[src/hw/osc_pkg.sv]
// constants, types and field layout of the system oscillator select block
// Function
// - four clock modes from config bits: ext low, medium, high power, internal.
// - configured mode bits pick the oscillator after power-up and every reset.
// - external modes run from the clock input pin; second pin freed.
// - internal mode releases the clock input pin for general I/O.
// - a config bit makes the clock output pin a clock or general I/O.
// - 16 MHz oscillator feeds postscaler; both oscillators enter one frequency mux.
// - high-frequency oscillator on for HF codes with mode 00 or source 1x.
// - start-up oscillator drives internal clock until high-frequency oscillator stabilises.
// - high-frequency ready flag follows the running high-frequency oscillator; the code holds it while a clock switch is in flight.
// - high-frequency stable flag set only within 0.5% of final frequency.
// - low-frequency oscillator on for code 000x as system clock or peripheral need.
// - low-frequency oscillator clocks power-up timer and watchdog regardless of selection.
// - low-frequency ready flag follows the running low-frequency oscillator; the code holds it while a clock switch is in flight.
// - peripheral oscillator starts whenever a peripheral requests it, no software enable.
// - peripheral oscillator keeps running during sleep.
// - fixed per-peripheral clock routing; logic cell may use all seven sources.
// - any reset loads frequency select with 0111, 500 kHz.
// - duplicate codes allowed; same-oscillator change is faster than oscillator change.
// - source select can switch to the external clock named by mode bits.
// - source select can switch to the internal block in any mode.
// - mode bits 11 high, 10 medium, 01 low power external, 00 internal.
// - frequency codes 1111 down to 000x map to fixed divided frequencies.
// - source select 1x internal, 01 reserved, 00 configured mode.
// - switch waits start-up, old falling edge, holds low, new rising edge.
package osc_pkg;

  // ----------------------------------------------------------------
  // register map
  // ----------------------------------------------------------------
  localparam logic [3:0] CTRL_ADDR = 4'h0;
  localparam logic [3:0] STAT_ADDR = 4'h1;
  localparam int         FREQ_LSB  = 3;
  localparam int         SRC_LSB   = 0;
  localparam int         STAT_HFR  = 4;
  localparam int         STAT_LFR  = 1;
  localparam int         STAT_HFS  = 0;
  localparam logic [3:0] FREQ_RST  = 4'h7;
  localparam logic [1:0] SRC_RST   = 2'h0;
  localparam logic [1:0] MODE_INT  = 2'h0;

  // ----------------------------------------------------------------
  // timing
  // ----------------------------------------------------------------
  localparam int CLK_HZ        = 50_000_000;
  localparam int HF_HZ         = 16_000_000;
  localparam int LF_HZ         = 31_000;
  localparam int PRC_HZ        = 600_000;
  localparam int HF_START_NS   = 2000;
  localparam int HF_SETTLE_NS  = 2000;
  localparam int HF_START_CYC  = (HF_START_NS * (CLK_HZ / 1_000_000) + 999) / 1000;
  localparam int HF_SETTLE_CYC = (HF_SETTLE_NS * (CLK_HZ / 1_000_000) + 999) / 1000;
  localparam int LF_DIV        = CLK_HZ / LF_HZ;
  localparam int PRC_DIV       = CLK_HZ / PRC_HZ;
  localparam logic [15:0] HF_INC =
    16'(64'd16_000_000 * 64'd65536 / 64'd50_000_000);
  localparam logic [1:0] EXT_START_TICKS = 2'h2;

  // ----------------------------------------------------------------
  // types
  // ----------------------------------------------------------------
  typedef enum logic [1:0] {SRC_EXT = 2'h0, SRC_HF = 2'h1, SRC_LF = 2'h2} src_e;

  typedef enum logic [4:0] {
    ST_IDLE  = 5'h01,
    ST_START = 5'h02,
    ST_FALL  = 5'h04,
    ST_HOLD  = 5'h08,
    ST_DONE  = 5'h10
  } state_e;

  typedef struct packed {
    logic       adc;
    logic       wgen;
    logic       acc_osc;
    logic       pwm;
    logic       timer1;
    logic [2:0] lcell;
  } periph_sel_s;

  typedef struct packed {
    logic adc;
    logic wgen;
    logic acc_osc;
    logic pwm;
    logic timer1;
    logic lcell;
    logic pwrup;
    logic wdog;
  } periph_tick_s;

endpackage

[src/hw/system_oscillator_select.sv]
// system clock source selection, oscillator models and clock routing
//
// The implementer's own choices: the address-and-strobe port and the register addresses.
`timescale 1ns/1ps
module system_oscillator_select (
  input  wire logic                 CLK_SYS,
  input  wire logic                 RST_N,
  input  wire logic [1:0]           CFG_CLOCK_MODE,
  input  wire logic                 CFG_CLK_OUT_EN,
  input  wire logic [3:0]           ADDR,
  input  wire logic [7:0]           WDATA,
  input  wire logic                 WR,
  input  wire logic                 RD,
  output logic      [7:0]           RDATA,
  input  wire logic                 SLEEP,
  input  wire logic                 LF_REQ,
  input  wire logic                 PRC_REQ,
  input  wire logic                 TIMER_BASE_ON,
  input  wire osc_pkg::periph_sel_s PSEL,
  input  wire logic                 TIMER0_TICK,
  input  wire logic                 TIMER1_TICK,
  input  wire logic                 TIMER2_TICK,
  input  wire logic                 CLK_IN_I,
  output logic                      CLK_IN_IS_IO,
  output logic                      CLK_OUT_O,
  output logic                      CLK_OUT_OE,
  output logic                      CLK_OUT_IS_IO,
  output logic                      SYS_TICK,
  output osc_pkg::periph_tick_s     PTICK,
  output logic                      HF_READY,
  output logic                      HF_STABLE,
  output logic                      LF_READY
);

  // ----------------------------------------------------------------
  // reset release
  // ----------------------------------------------------------------
  logic rst_meta_reg;
  logic rst_n;

  always_ff @(posedge CLK_SYS or negedge RST_N) begin
    if (!RST_N) begin
      rst_meta_reg <= 1'b0;
      rst_n        <= 1'b0;
    end else begin
      rst_meta_reg <= 1'b1;
      rst_n        <= rst_meta_reg;
    end
  end

  // ----------------------------------------------------------------
  // declarations
  // ----------------------------------------------------------------
  logic [3:0]      freq_reg;
  logic [1:0]      src_sel_reg;
  logic [7:0]      rdata_reg;
  logic [2:0]      stat_reg;
  logic            int_sel;
  logic            hf_en;
  logic            lf_en;
  logic            hf_on;
  logic            lf_on;
  logic [7:0]      hf_cnt_reg;
  logic            hf_ready_reg;
  logic            hf_stable_reg;
  logic [15:0]     hf_acc_reg;
  logic            hf_tick_reg;
  logic [8:0]      post_cnt_reg;
  logic [10:0]     lf_cnt_reg;
  logic            lf_tick_reg;
  logic            lf_ready_reg;
  logic [6:0]      prc_cnt_reg;
  logic            prc_tick_reg;
  logic            pin_s1_reg;
  logic            pin_s2_reg;
  logic            pin_s3_reg;
  logic            ext_lvl_reg;
  logic            ext_rise_reg;
  osc_pkg::src_e   want_src;
  logic [3:0]      want_shift;
  osc_pkg::src_e   cur_src_reg;
  logic [3:0]      cur_shift_reg;
  osc_pkg::state_e state_reg;
  logic [1:0]      ext_cnt_reg;
  logic            boot_reg;
  logic            changed;
  logic            want_ready;
  logic            cur_tick;
  logic            want_tick;
  logic            sys_tick_reg;
  logic            clk_out_reg;
  osc_pkg::periph_tick_s ptick_reg;

  // ----------------------------------------------------------------
  // register port
  // ----------------------------------------------------------------
  always_ff @(posedge CLK_SYS or negedge rst_n) begin
    if (!rst_n) begin
      freq_reg <= osc_pkg::FREQ_RST;
      src_sel_reg <= osc_pkg::SRC_RST;
    end else if (WR && ADDR == osc_pkg::CTRL_ADDR) begin
      freq_reg <= WDATA[osc_pkg::FREQ_LSB +: 4];
      src_sel_reg <= WDATA[osc_pkg::SRC_LSB +: 2];
    end
  end

  // read data stands for exactly one cycle after the strobe
  always_ff @(posedge CLK_SYS or negedge rst_n) begin
    if (!rst_n) begin
      rdata_reg <= 8'h00;
    end else if (RD && ADDR == osc_pkg::CTRL_ADDR) begin
      rdata_reg <= {1'b0, freq_reg, 1'b0, src_sel_reg};
    end else if (RD && ADDR == osc_pkg::STAT_ADDR) begin
      rdata_reg <= {3'h0, stat_reg[2], 2'h0, stat_reg[1:0]};
    end else begin
      rdata_reg <= 8'h00;
    end
  end

  assign RDATA = rdata_reg;

  // ----------------------------------------------------------------
  // selection decode
  // ----------------------------------------------------------------
  function automatic logic [3:0] shift_of(input logic [3:0] f);
    logic [3:0] s;
    s = 4'h9;
    case (f)
      4'hf: s = 4'h0;
      4'he: s = 4'h1;
      4'hd: s = 4'h2;
      4'hc: s = 4'h3;
      4'hb: s = 4'h4;
      4'ha: s = 4'h5;
      4'h9: s = 4'h6;
      4'h8: s = 4'h7;
      4'h7: s = 4'h5;
      4'h6: s = 4'h6;
      4'h5: s = 4'h7;
      4'h4: s = 4'h8;
      default: s = 4'h9;
    endcase
    return s;
  endfunction

  // reserved source code 01 behaves as 00
  assign int_sel = src_sel_reg[1] || CFG_CLOCK_MODE == osc_pkg::MODE_INT;
  assign hf_en   = int_sel && freq_reg[3:1] != 3'h0;
  assign lf_en   = (int_sel && freq_reg[3:1] == 3'h0) || LF_REQ || TIMER_BASE_ON;

  always_comb begin
    if (!int_sel) begin
      want_src   = osc_pkg::SRC_EXT;
      want_shift = 4'h0;
    end else if (freq_reg[3:1] == 3'h0) begin
      want_src   = osc_pkg::SRC_LF;
      want_shift = 4'h0;
    end else begin
      want_src   = osc_pkg::SRC_HF;
      want_shift = shift_of(freq_reg);
    end
  end

  // the source still in use stays powered until the switch completes
  assign hf_on = hf_en || cur_src_reg == osc_pkg::SRC_HF;
  assign lf_on = lf_en || cur_src_reg == osc_pkg::SRC_LF;

  // ----------------------------------------------------------------
  // high-frequency oscillator and postscaler
  // ----------------------------------------------------------------
  always_ff @(posedge CLK_SYS or negedge rst_n) begin
    if (!rst_n) begin
      hf_cnt_reg    <= 8'h00;
      hf_ready_reg  <= 1'b0;
      hf_stable_reg <= 1'b0;
    end else if (!hf_on) begin
      hf_cnt_reg    <= 8'h00;
      hf_ready_reg  <= 1'b0;
      hf_stable_reg <= 1'b0;
    end else begin
      if (hf_cnt_reg != 8'(osc_pkg::HF_START_CYC + osc_pkg::HF_SETTLE_CYC)) begin
        hf_cnt_reg <= hf_cnt_reg + 8'h01;
      end
      hf_ready_reg  <= hf_cnt_reg >= 8'(osc_pkg::HF_START_CYC);
      hf_stable_reg <= hf_cnt_reg ==
                       8'(osc_pkg::HF_START_CYC + osc_pkg::HF_SETTLE_CYC);
    end
  end

  // phase accumulator stands in for the start-up and main oscillator
  always_ff @(posedge CLK_SYS or negedge rst_n) begin
    if (!rst_n) begin
      hf_acc_reg  <= 16'h0000;
      hf_tick_reg <= 1'b0;
    end else if (hf_on) begin
      {hf_tick_reg, hf_acc_reg} <= {1'b0, hf_acc_reg} + {1'b0, osc_pkg::HF_INC};
    end else begin
      hf_acc_reg  <= 16'h0000;
      hf_tick_reg <= 1'b0;
    end
  end

  // one shared counter keeps every divided output glitch-free
  always_ff @(posedge CLK_SYS or negedge rst_n) begin
    if (!rst_n) begin
      post_cnt_reg <= 9'h000;
    end else if (hf_tick_reg) begin
      post_cnt_reg <= post_cnt_reg + 9'h001;
    end
  end

  // ----------------------------------------------------------------
  // low-frequency and peripheral oscillators
  // ----------------------------------------------------------------
  always_ff @(posedge CLK_SYS or negedge rst_n) begin
    if (!rst_n) begin
      lf_cnt_reg   <= 11'h000;
      lf_tick_reg  <= 1'b0;
      lf_ready_reg <= 1'b0;
    end else if (!lf_on) begin
      lf_cnt_reg   <= 11'h000;
      lf_tick_reg  <= 1'b0;
      lf_ready_reg <= 1'b0;
    end else begin
      lf_tick_reg <= lf_cnt_reg == 11'(osc_pkg::LF_DIV - 1);
      lf_cnt_reg  <= (lf_cnt_reg == 11'(osc_pkg::LF_DIV - 1)) ? 11'h000
                                                            : lf_cnt_reg + 11'h001;
      if (lf_tick_reg) begin
        lf_ready_reg <= 1'b1;
      end
    end
  end

  // runs on request alone, sleep does not stop it
  always_ff @(posedge CLK_SYS or negedge rst_n) begin
    if (!rst_n) begin
      prc_cnt_reg  <= 7'h00;
      prc_tick_reg <= 1'b0;
    end else if (PRC_REQ) begin
      prc_tick_reg <= prc_cnt_reg == 7'(osc_pkg::PRC_DIV - 1);
      prc_cnt_reg  <= (prc_cnt_reg == 7'(osc_pkg::PRC_DIV - 1)) ? 7'h00
                                                             : prc_cnt_reg + 7'h01;
    end else begin
      prc_cnt_reg  <= 7'h00;
      prc_tick_reg <= 1'b0;
    end
  end

  // ----------------------------------------------------------------
  // external clock input
  // ----------------------------------------------------------------
  always_ff @(posedge CLK_SYS or negedge rst_n) begin
    if (!rst_n) begin
      pin_s1_reg   <= 1'b0;
      pin_s2_reg   <= 1'b0;
      pin_s3_reg   <= 1'b0;
      ext_lvl_reg  <= 1'b0;
      ext_rise_reg <= 1'b0;
    end else begin
      pin_s1_reg   <= CLK_IN_I;
      pin_s2_reg   <= pin_s1_reg;
      pin_s3_reg   <= pin_s2_reg;
      ext_rise_reg <= 1'b0;
      if (pin_s2_reg == pin_s3_reg) begin
        ext_lvl_reg  <= pin_s3_reg;
        ext_rise_reg <= pin_s3_reg && !ext_lvl_reg;
      end
    end
  end

  // ----------------------------------------------------------------
  // clock switch sequencer
  // ----------------------------------------------------------------
  function automatic logic src_tick(input osc_pkg::src_e s, input logic [3:0] sh);
    logic       t;
    logic [8:0] m;
    t = 1'b0;
    m = 9'((10'h001 << sh) - 10'h001);
    case (s)
      osc_pkg::SRC_EXT: t = ext_rise_reg;
      osc_pkg::SRC_HF:  t = hf_tick_reg && ((post_cnt_reg & m) == m);
      osc_pkg::SRC_LF:  t = lf_tick_reg;
      default:          t = 1'b0;
    endcase
    return t;
  endfunction

  // a process, so the tick sources read inside the function wake it up
  always_comb begin
    cur_tick  = src_tick(cur_src_reg, cur_shift_reg);
    want_tick = src_tick(want_src, want_shift);
  end
  assign changed   = want_src != cur_src_reg || want_shift != cur_shift_reg;

  always_comb begin
    case (want_src)
      osc_pkg::SRC_HF: want_ready = hf_ready_reg;
      osc_pkg::SRC_LF: want_ready = lf_ready_reg;
      default:         want_ready = ext_cnt_reg == osc_pkg::EXT_START_TICKS;
    endcase
  end

  always_ff @(posedge CLK_SYS or negedge rst_n) begin
    if (!rst_n) begin
      state_reg     <= osc_pkg::ST_IDLE;
      cur_src_reg   <= osc_pkg::SRC_HF;
      cur_shift_reg <= 4'h0;
      ext_cnt_reg   <= 2'h0;
      boot_reg      <= 1'b1;
    end else if (boot_reg) begin
      boot_reg      <= 1'b0;
      cur_src_reg   <= want_src;
      cur_shift_reg <= want_shift;
    end else begin
      case (state_reg)
        osc_pkg::ST_IDLE: begin
          ext_cnt_reg <= 2'h0;
          if (changed) begin
            state_reg <= (want_src == cur_src_reg) ? osc_pkg::ST_FALL
                                                   : osc_pkg::ST_START;
          end
        end
        osc_pkg::ST_START: begin
          if (ext_rise_reg && ext_cnt_reg != osc_pkg::EXT_START_TICKS) begin
            ext_cnt_reg <= ext_cnt_reg + 2'h1;
          end
          if (want_ready) begin
            state_reg <= osc_pkg::ST_FALL;
          end
        end
        osc_pkg::ST_FALL: begin
          if (cur_tick) begin
            state_reg <= osc_pkg::ST_HOLD;
          end
        end
        osc_pkg::ST_HOLD: begin
          if (want_tick) begin
            cur_src_reg   <= want_src;
            cur_shift_reg <= want_shift;
            state_reg     <= osc_pkg::ST_DONE;
          end
        end
        osc_pkg::ST_DONE: begin
          state_reg <= osc_pkg::ST_IDLE;
        end
        default: begin
          state_reg <= osc_pkg::ST_IDLE;
        end
      endcase
    end
  end

  // status view is frozen while a switch is in flight
  always_ff @(posedge CLK_SYS or negedge rst_n) begin
    if (!rst_n) begin
      stat_reg <= 3'h0;
    end else if (state_reg == osc_pkg::ST_IDLE || state_reg == osc_pkg::ST_DONE) begin
      stat_reg <= {hf_ready_reg, lf_ready_reg, hf_stable_reg};
    end
  end

  assign HF_READY  = stat_reg[2];
  assign LF_READY  = stat_reg[1];
  assign HF_STABLE = stat_reg[0];

  // ----------------------------------------------------------------
  // system clock, pins and peripheral routing
  // ----------------------------------------------------------------
  always_ff @(posedge CLK_SYS or negedge rst_n) begin
    if (!rst_n) begin
      sys_tick_reg <= 1'b0;
      clk_out_reg  <= 1'b0;
    end else begin
      sys_tick_reg <= cur_tick && !boot_reg && state_reg != osc_pkg::ST_HOLD
                      && !SLEEP;
      if (sys_tick_reg && CFG_CLK_OUT_EN) begin
        clk_out_reg <= !clk_out_reg;
      end
    end
  end

  assign SYS_TICK     = sys_tick_reg;
  assign CLK_OUT_O     = clk_out_reg;
  assign CLK_OUT_OE    = CFG_CLK_OUT_EN;
  assign CLK_OUT_IS_IO = !CFG_CLK_OUT_EN;
  assign CLK_IN_IS_IO  = CFG_CLOCK_MODE == osc_pkg::MODE_INT;

  always_ff @(posedge CLK_SYS or negedge rst_n) begin
    if (!rst_n) begin
      ptick_reg <= '0;
    end else begin
      ptick_reg.adc     <= PSEL.adc ? prc_tick_reg : sys_tick_reg;
      ptick_reg.wgen    <= PSEL.wgen ? hf_tick_reg : sys_tick_reg;
      ptick_reg.acc_osc <= PSEL.acc_osc ? hf_tick_reg : sys_tick_reg;
      ptick_reg.pwm     <= PSEL.pwm ? TIMER2_TICK : sys_tick_reg;
      ptick_reg.timer1  <= PSEL.timer1 ? lf_tick_reg : sys_tick_reg;
      ptick_reg.pwrup   <= lf_tick_reg;
      ptick_reg.wdog    <= lf_tick_reg;
      case (PSEL.lcell)
        3'h0:    ptick_reg.lcell <= sys_tick_reg;
        3'h1:    ptick_reg.lcell <= prc_tick_reg;
        3'h2:    ptick_reg.lcell <= hf_tick_reg;
        3'h3:    ptick_reg.lcell <= lf_tick_reg;
        3'h4:    ptick_reg.lcell <= TIMER0_TICK;
        3'h5:    ptick_reg.lcell <= TIMER1_TICK;
        3'h6:    ptick_reg.lcell <= TIMER2_TICK;
        default: ptick_reg.lcell <= 1'b0;
      endcase
    end
  end

  assign PTICK = ptick_reg;
endmodule // system_oscillator_select
[config.mk]
export PLATFORM = sky130hd
export DESIGN_NAME = system_oscillator_select
export DESIGN_NICKNAME = d
export VERILOG_FILES = /design/src/hw/osc_pkg.sv /design/src/hw/system_oscillator_select.sv
export SDC_FILE = /design/constraint.sdc
export NUM_CORES = 1
export LEC_CHECK = 0
export BUFFER_PORTS_ARGS = -buffer_cell sky130_fd_sc_hd__buf_2
export CAP_MARGIN = 20
export CORE_ASPECT_RATIO = 2
export CORE_MARGIN = 8
export CORE_UTILIZATION = 42
export DETAILED_ROUTE_END_ITERATION = 6
export PLACE_DENSITY = 0.64
export SYNTH_ARGS = -nofsm -noshare
export SYNTH_HDL_FRONTEND = slang
export SYNTH_SLANG_ARGS = --single-unit
[constraint.sdc]
create_clock -name CLK_SYS -period 4.2 [get_ports CLK_SYS]
set_clock_uncertainty 0.05 [all_clocks]
set_input_delay 0.42 -clock CLK_SYS [delete_from_list [all_inputs] [get_ports CLK_SYS]]
set_output_delay 0.42 -clock CLK_SYS [all_outputs]
set_load 0.02 [all_outputs]
==> impl_metrics.csv <==
group,metric,value,unit
outcome,outcome,"finished, final reports clean",
yosys,synth_cells,518,
pwr,leakage,2.70,nW
sta,maxSlewHeadroom,43.6,%
yosys,synth-async-reset-ratio,100,%
clock_network,postCtsSetupBuffers,0,
yosys,synth_area_leader_cell,"dfrtp_1",
sta,setup_viol,0,
routing,vias,3936,
floorplanning,die_h,174,um
clock_network,cts_tree,"built",
clock_network,postCtsHoldBufs,1,
cells_and_area,final_cell_mix,"95 x dfrtp_1, 81 x nor2_1, 54 x buf_2",
cells_and_area,largest_reg_flops,16,
clock_network,clk_pin_slew,70,ps
critical_path,crit_slowest_cell,"dfstp_2",
job,max_cap_viol_count,0,
cells_and_area,drive_gt1_share,19.1,%
sta,fin_crit_sh,76.8,%
floorplanning,fp.coreArea,12100,um^2
cells_and_area,final_nets,612,
global_route,grt_antenna_before_repair,0,
yosys,synth_xor_area_share,7.71,%
yosys,synth.distinct_cells,64,
pwr,p_total,0.00326,W
pwr,p_per_area,553,nW/um^2
cells_and_area,fin_util,48.6,%
global_route,grt_pass1_vias,4169,
global_route,grt_overflow,0,
yosys,synth.top_cell.area_share,46.0,%
routing,wl,11700,um
clock_network,cts_resized,0,
global_route,grt_usage,15.5,%
hold_path,min_path_cells,1,
yosys,syn-cell-area,5230,um^2
critical_path,start_kind,"flop",
critical_path,critPathMaxStageDelay,710,ps
critical_path,r2r-end,"cur_src_reg[1]",
floorplanning,num_rows,57,
floorplanning,die_area,16500,um^2
cells_and_area,n_antenna_cell,0,
yosys,synth_compound_area_share,11.6,%
clock_network,cts_buffers,9,
critical_path,rrSetupSlack,970,ps
yosys,synth-adder-area-share,2.83,%
yosys,synth-main-ff-cell,"dfrtp_1",
critical_path,arrival,3410,ps
critical_path,r2r_start,"freq_reg[2]",
place,gp_congestion,0.893,
hold_path,hold_path.class,"in -> reg",
clock_network,insertion_delay,340,ps
routing,wire_per_inst,16.3,um
yosys,avgSynthCellArea,10.1,um^2
critical_path,cp_common_cell,"a41oi_1",
sta,tns,0,ps
cells_and_area,final_common_cell,"dfrtp_1",
floorplanning,io_pins,59,
sta,rsz0062_at_grt,"no",
critical_path,path_cells,"or3_1 > nand2_1 > a41oi_1 > ha_1 > o21ai_1 > o22ai_1 > a41oi_1 > o221ai_2 > nand2b_2 > a21oi_4 > mux2_2",
hold_path,hp-start,"CLK_IN_I",
clock_network,root_buffer,"clkbuf_16",
routing,first_iter_violations,151,
floorplanning,die_width,94.9,um
routing,ant_nets,0,
sta,timing.fmax,0.310,GHz
critical_path,required,4380,ps
critical_path,cp-end-kind,"flop",
sta,fin_crit,3230,ps
pwr,max-vdd-ir-drop,0.255,mV
sta,hold_viol,0,
sta,worst_pin_slew,846,ps
global_route,grt_pass1_wl,20200,um
routing,route.detailed.drc,0,
yosys,synth_edf_count,0,
critical_path,reg2regPathDepth,11,
routing,firstDrtPassIters,5,
cells_and_area,synthToLayoutAreaGrowth,12.9,%
critical_path,crit_fanout,19,
yosys,synth_top_family_by_area,"simple AND/OR/NAND/NOR gates",
floorplanning,initial_utilization,43.1,%
yosys,synth_mux_area_share,5.27,%
yosys,yosys-top-cells-area,"dfrtp_1 46%, nor2_1 5.8%, xnor2_1 4.2%",
place,dp_hpwl,8870,um
yosys,yosysWarnings,0,
clock_network,clockBufferDepth,2,
sta,slew_viol_final,0,
hold_path,hold_end,"pin_s1_reg",
place,port_buffers,54,
clock_network,cts_sinks,102,
yosys,synthSimpleGateAreaFrac,19.6,%
critical_path,critPathKind,"reg -> reg",
clock_network,cts_max_level,3,
routing,via_per_inst,5.48,
yosys,seq_area_frac_synth,49.0,%
global_route,grt_max_degree,66,
yosys,ys_ff_latch,102,
## how the worst max path moves through the flow
| stage | to | slack, ps | from |
|---|---|---|---|
| 3_3_place_gp | cur_shift_reg[2] | 1080 | freq_reg[3] |
| 6_report | cur_src_reg[1] | 970 | freq_reg[2] |
| 3_5_place_dp | cur_shift_reg[2] | 990 | freq_reg[3] |
| 4_1_cts | cur_src_reg[1] | 970 | freq_reg[3] |
| 2_1_floorplan | CLK_OUT_O | 1110 | rst_n |
| 5_1_grt | cur_shift_reg[2] | 670 | freq_reg[3] |
## critical path, delay by kind of cell, from the launching register on
kind	cells	cell delay [ps]
AO/OA/AOI/OAI	6	1130
adder cells (fa/ha/maj)	1	230
flip-flops	1	710
multiplexers	1	370
AND/OR/NAND/NOR	3	620
## through the flow
stage | area [um^2] | hold slack (ps) | std cells | setup WS (ps)
2_1_floorplan | 5230 | 74.4 | 520 | 1110
3_3_place_gp | 5590 | 155 | 701 | 1080
3_5_place_dp | 5590 | 156 | 701 | 991
4_1_cts | 5900 | 121 | 718 | 965
5_1_grt | 5900 | 121 | 718 | 665
6_report | 5900 | 134 | 718 | 972
## area by class of cell
type / count / area [um^2]
Fill cell: 1153 / 6230
Sequential cell: 102 / 2560
Multi-Input combinational cell: 375 / 2470
Timing Repair Buffer: 59 / 310
Clock buffer: 11 / 243
Tap cell: 147 / 184
Inverter: 19 / 71.3
Clock inverter: 5 / 58.8
## report_power, final
group | leakage, nW | total [W] | internal [W] | switching, W
clock network | 0.142 | 0.000843 | 0.000479 | 0.000365
logic | 1.22 | 0.000980 | 0.000433 | 0.000547
registers | 1.34 | 0.00144 | 0.00118 | 0.000259
total | 2.70 | 0.00326 | 0.00209 | 0.00117
## cell families (layout without fill, tap and decap cells)
kind of cell / Yosys count / count (layout)
xor+xnor: 46 / 46
compound gates: 81 / 81
fa+ha+maj: 12 / 12
flops: 102 / 102
mux: 24 / 24
buf+inv: 43 / 94
other cells: 2 / 4
simple gates: 208 / 208
## synthesized netlist by cell type, types with 3 or more instances
master / n
a21oi_1: 17
a22o_1: 4
a31oi_1: 4
a41oi_1: 3
and3_1: 9
buf_2: 8
buf_4: 5
clkbuf_1: 9
dfrtp_1: 96
dfstp_2: 6
ha_1: 11
inv_1: 19
mux2_2: 18
mux2i_1: 5
nand2_1: 28
nand2b_1: 7
nand3_1: 22
nand4_1: 8
nor2_1: 81
nor2b_1: 8
nor3_1: 14
nor3b_1: 3
nor4_1: 8
nor4b_1: 5
o21a_1: 5
o21ai_0: 13
o21bai_1: 3
o22ai_1: 4
o2bb2ai_1: 3
or3_1: 4
xnor2_1: 25
xor2_1: 21
## layer usage
metal	wire, um	global-route usage [%]
met1	4110	15.2
met2	6700	28.1
met3	341	2.73
met4	580	10.3
met5	0	0
Power figures use the tool's default switching activity.
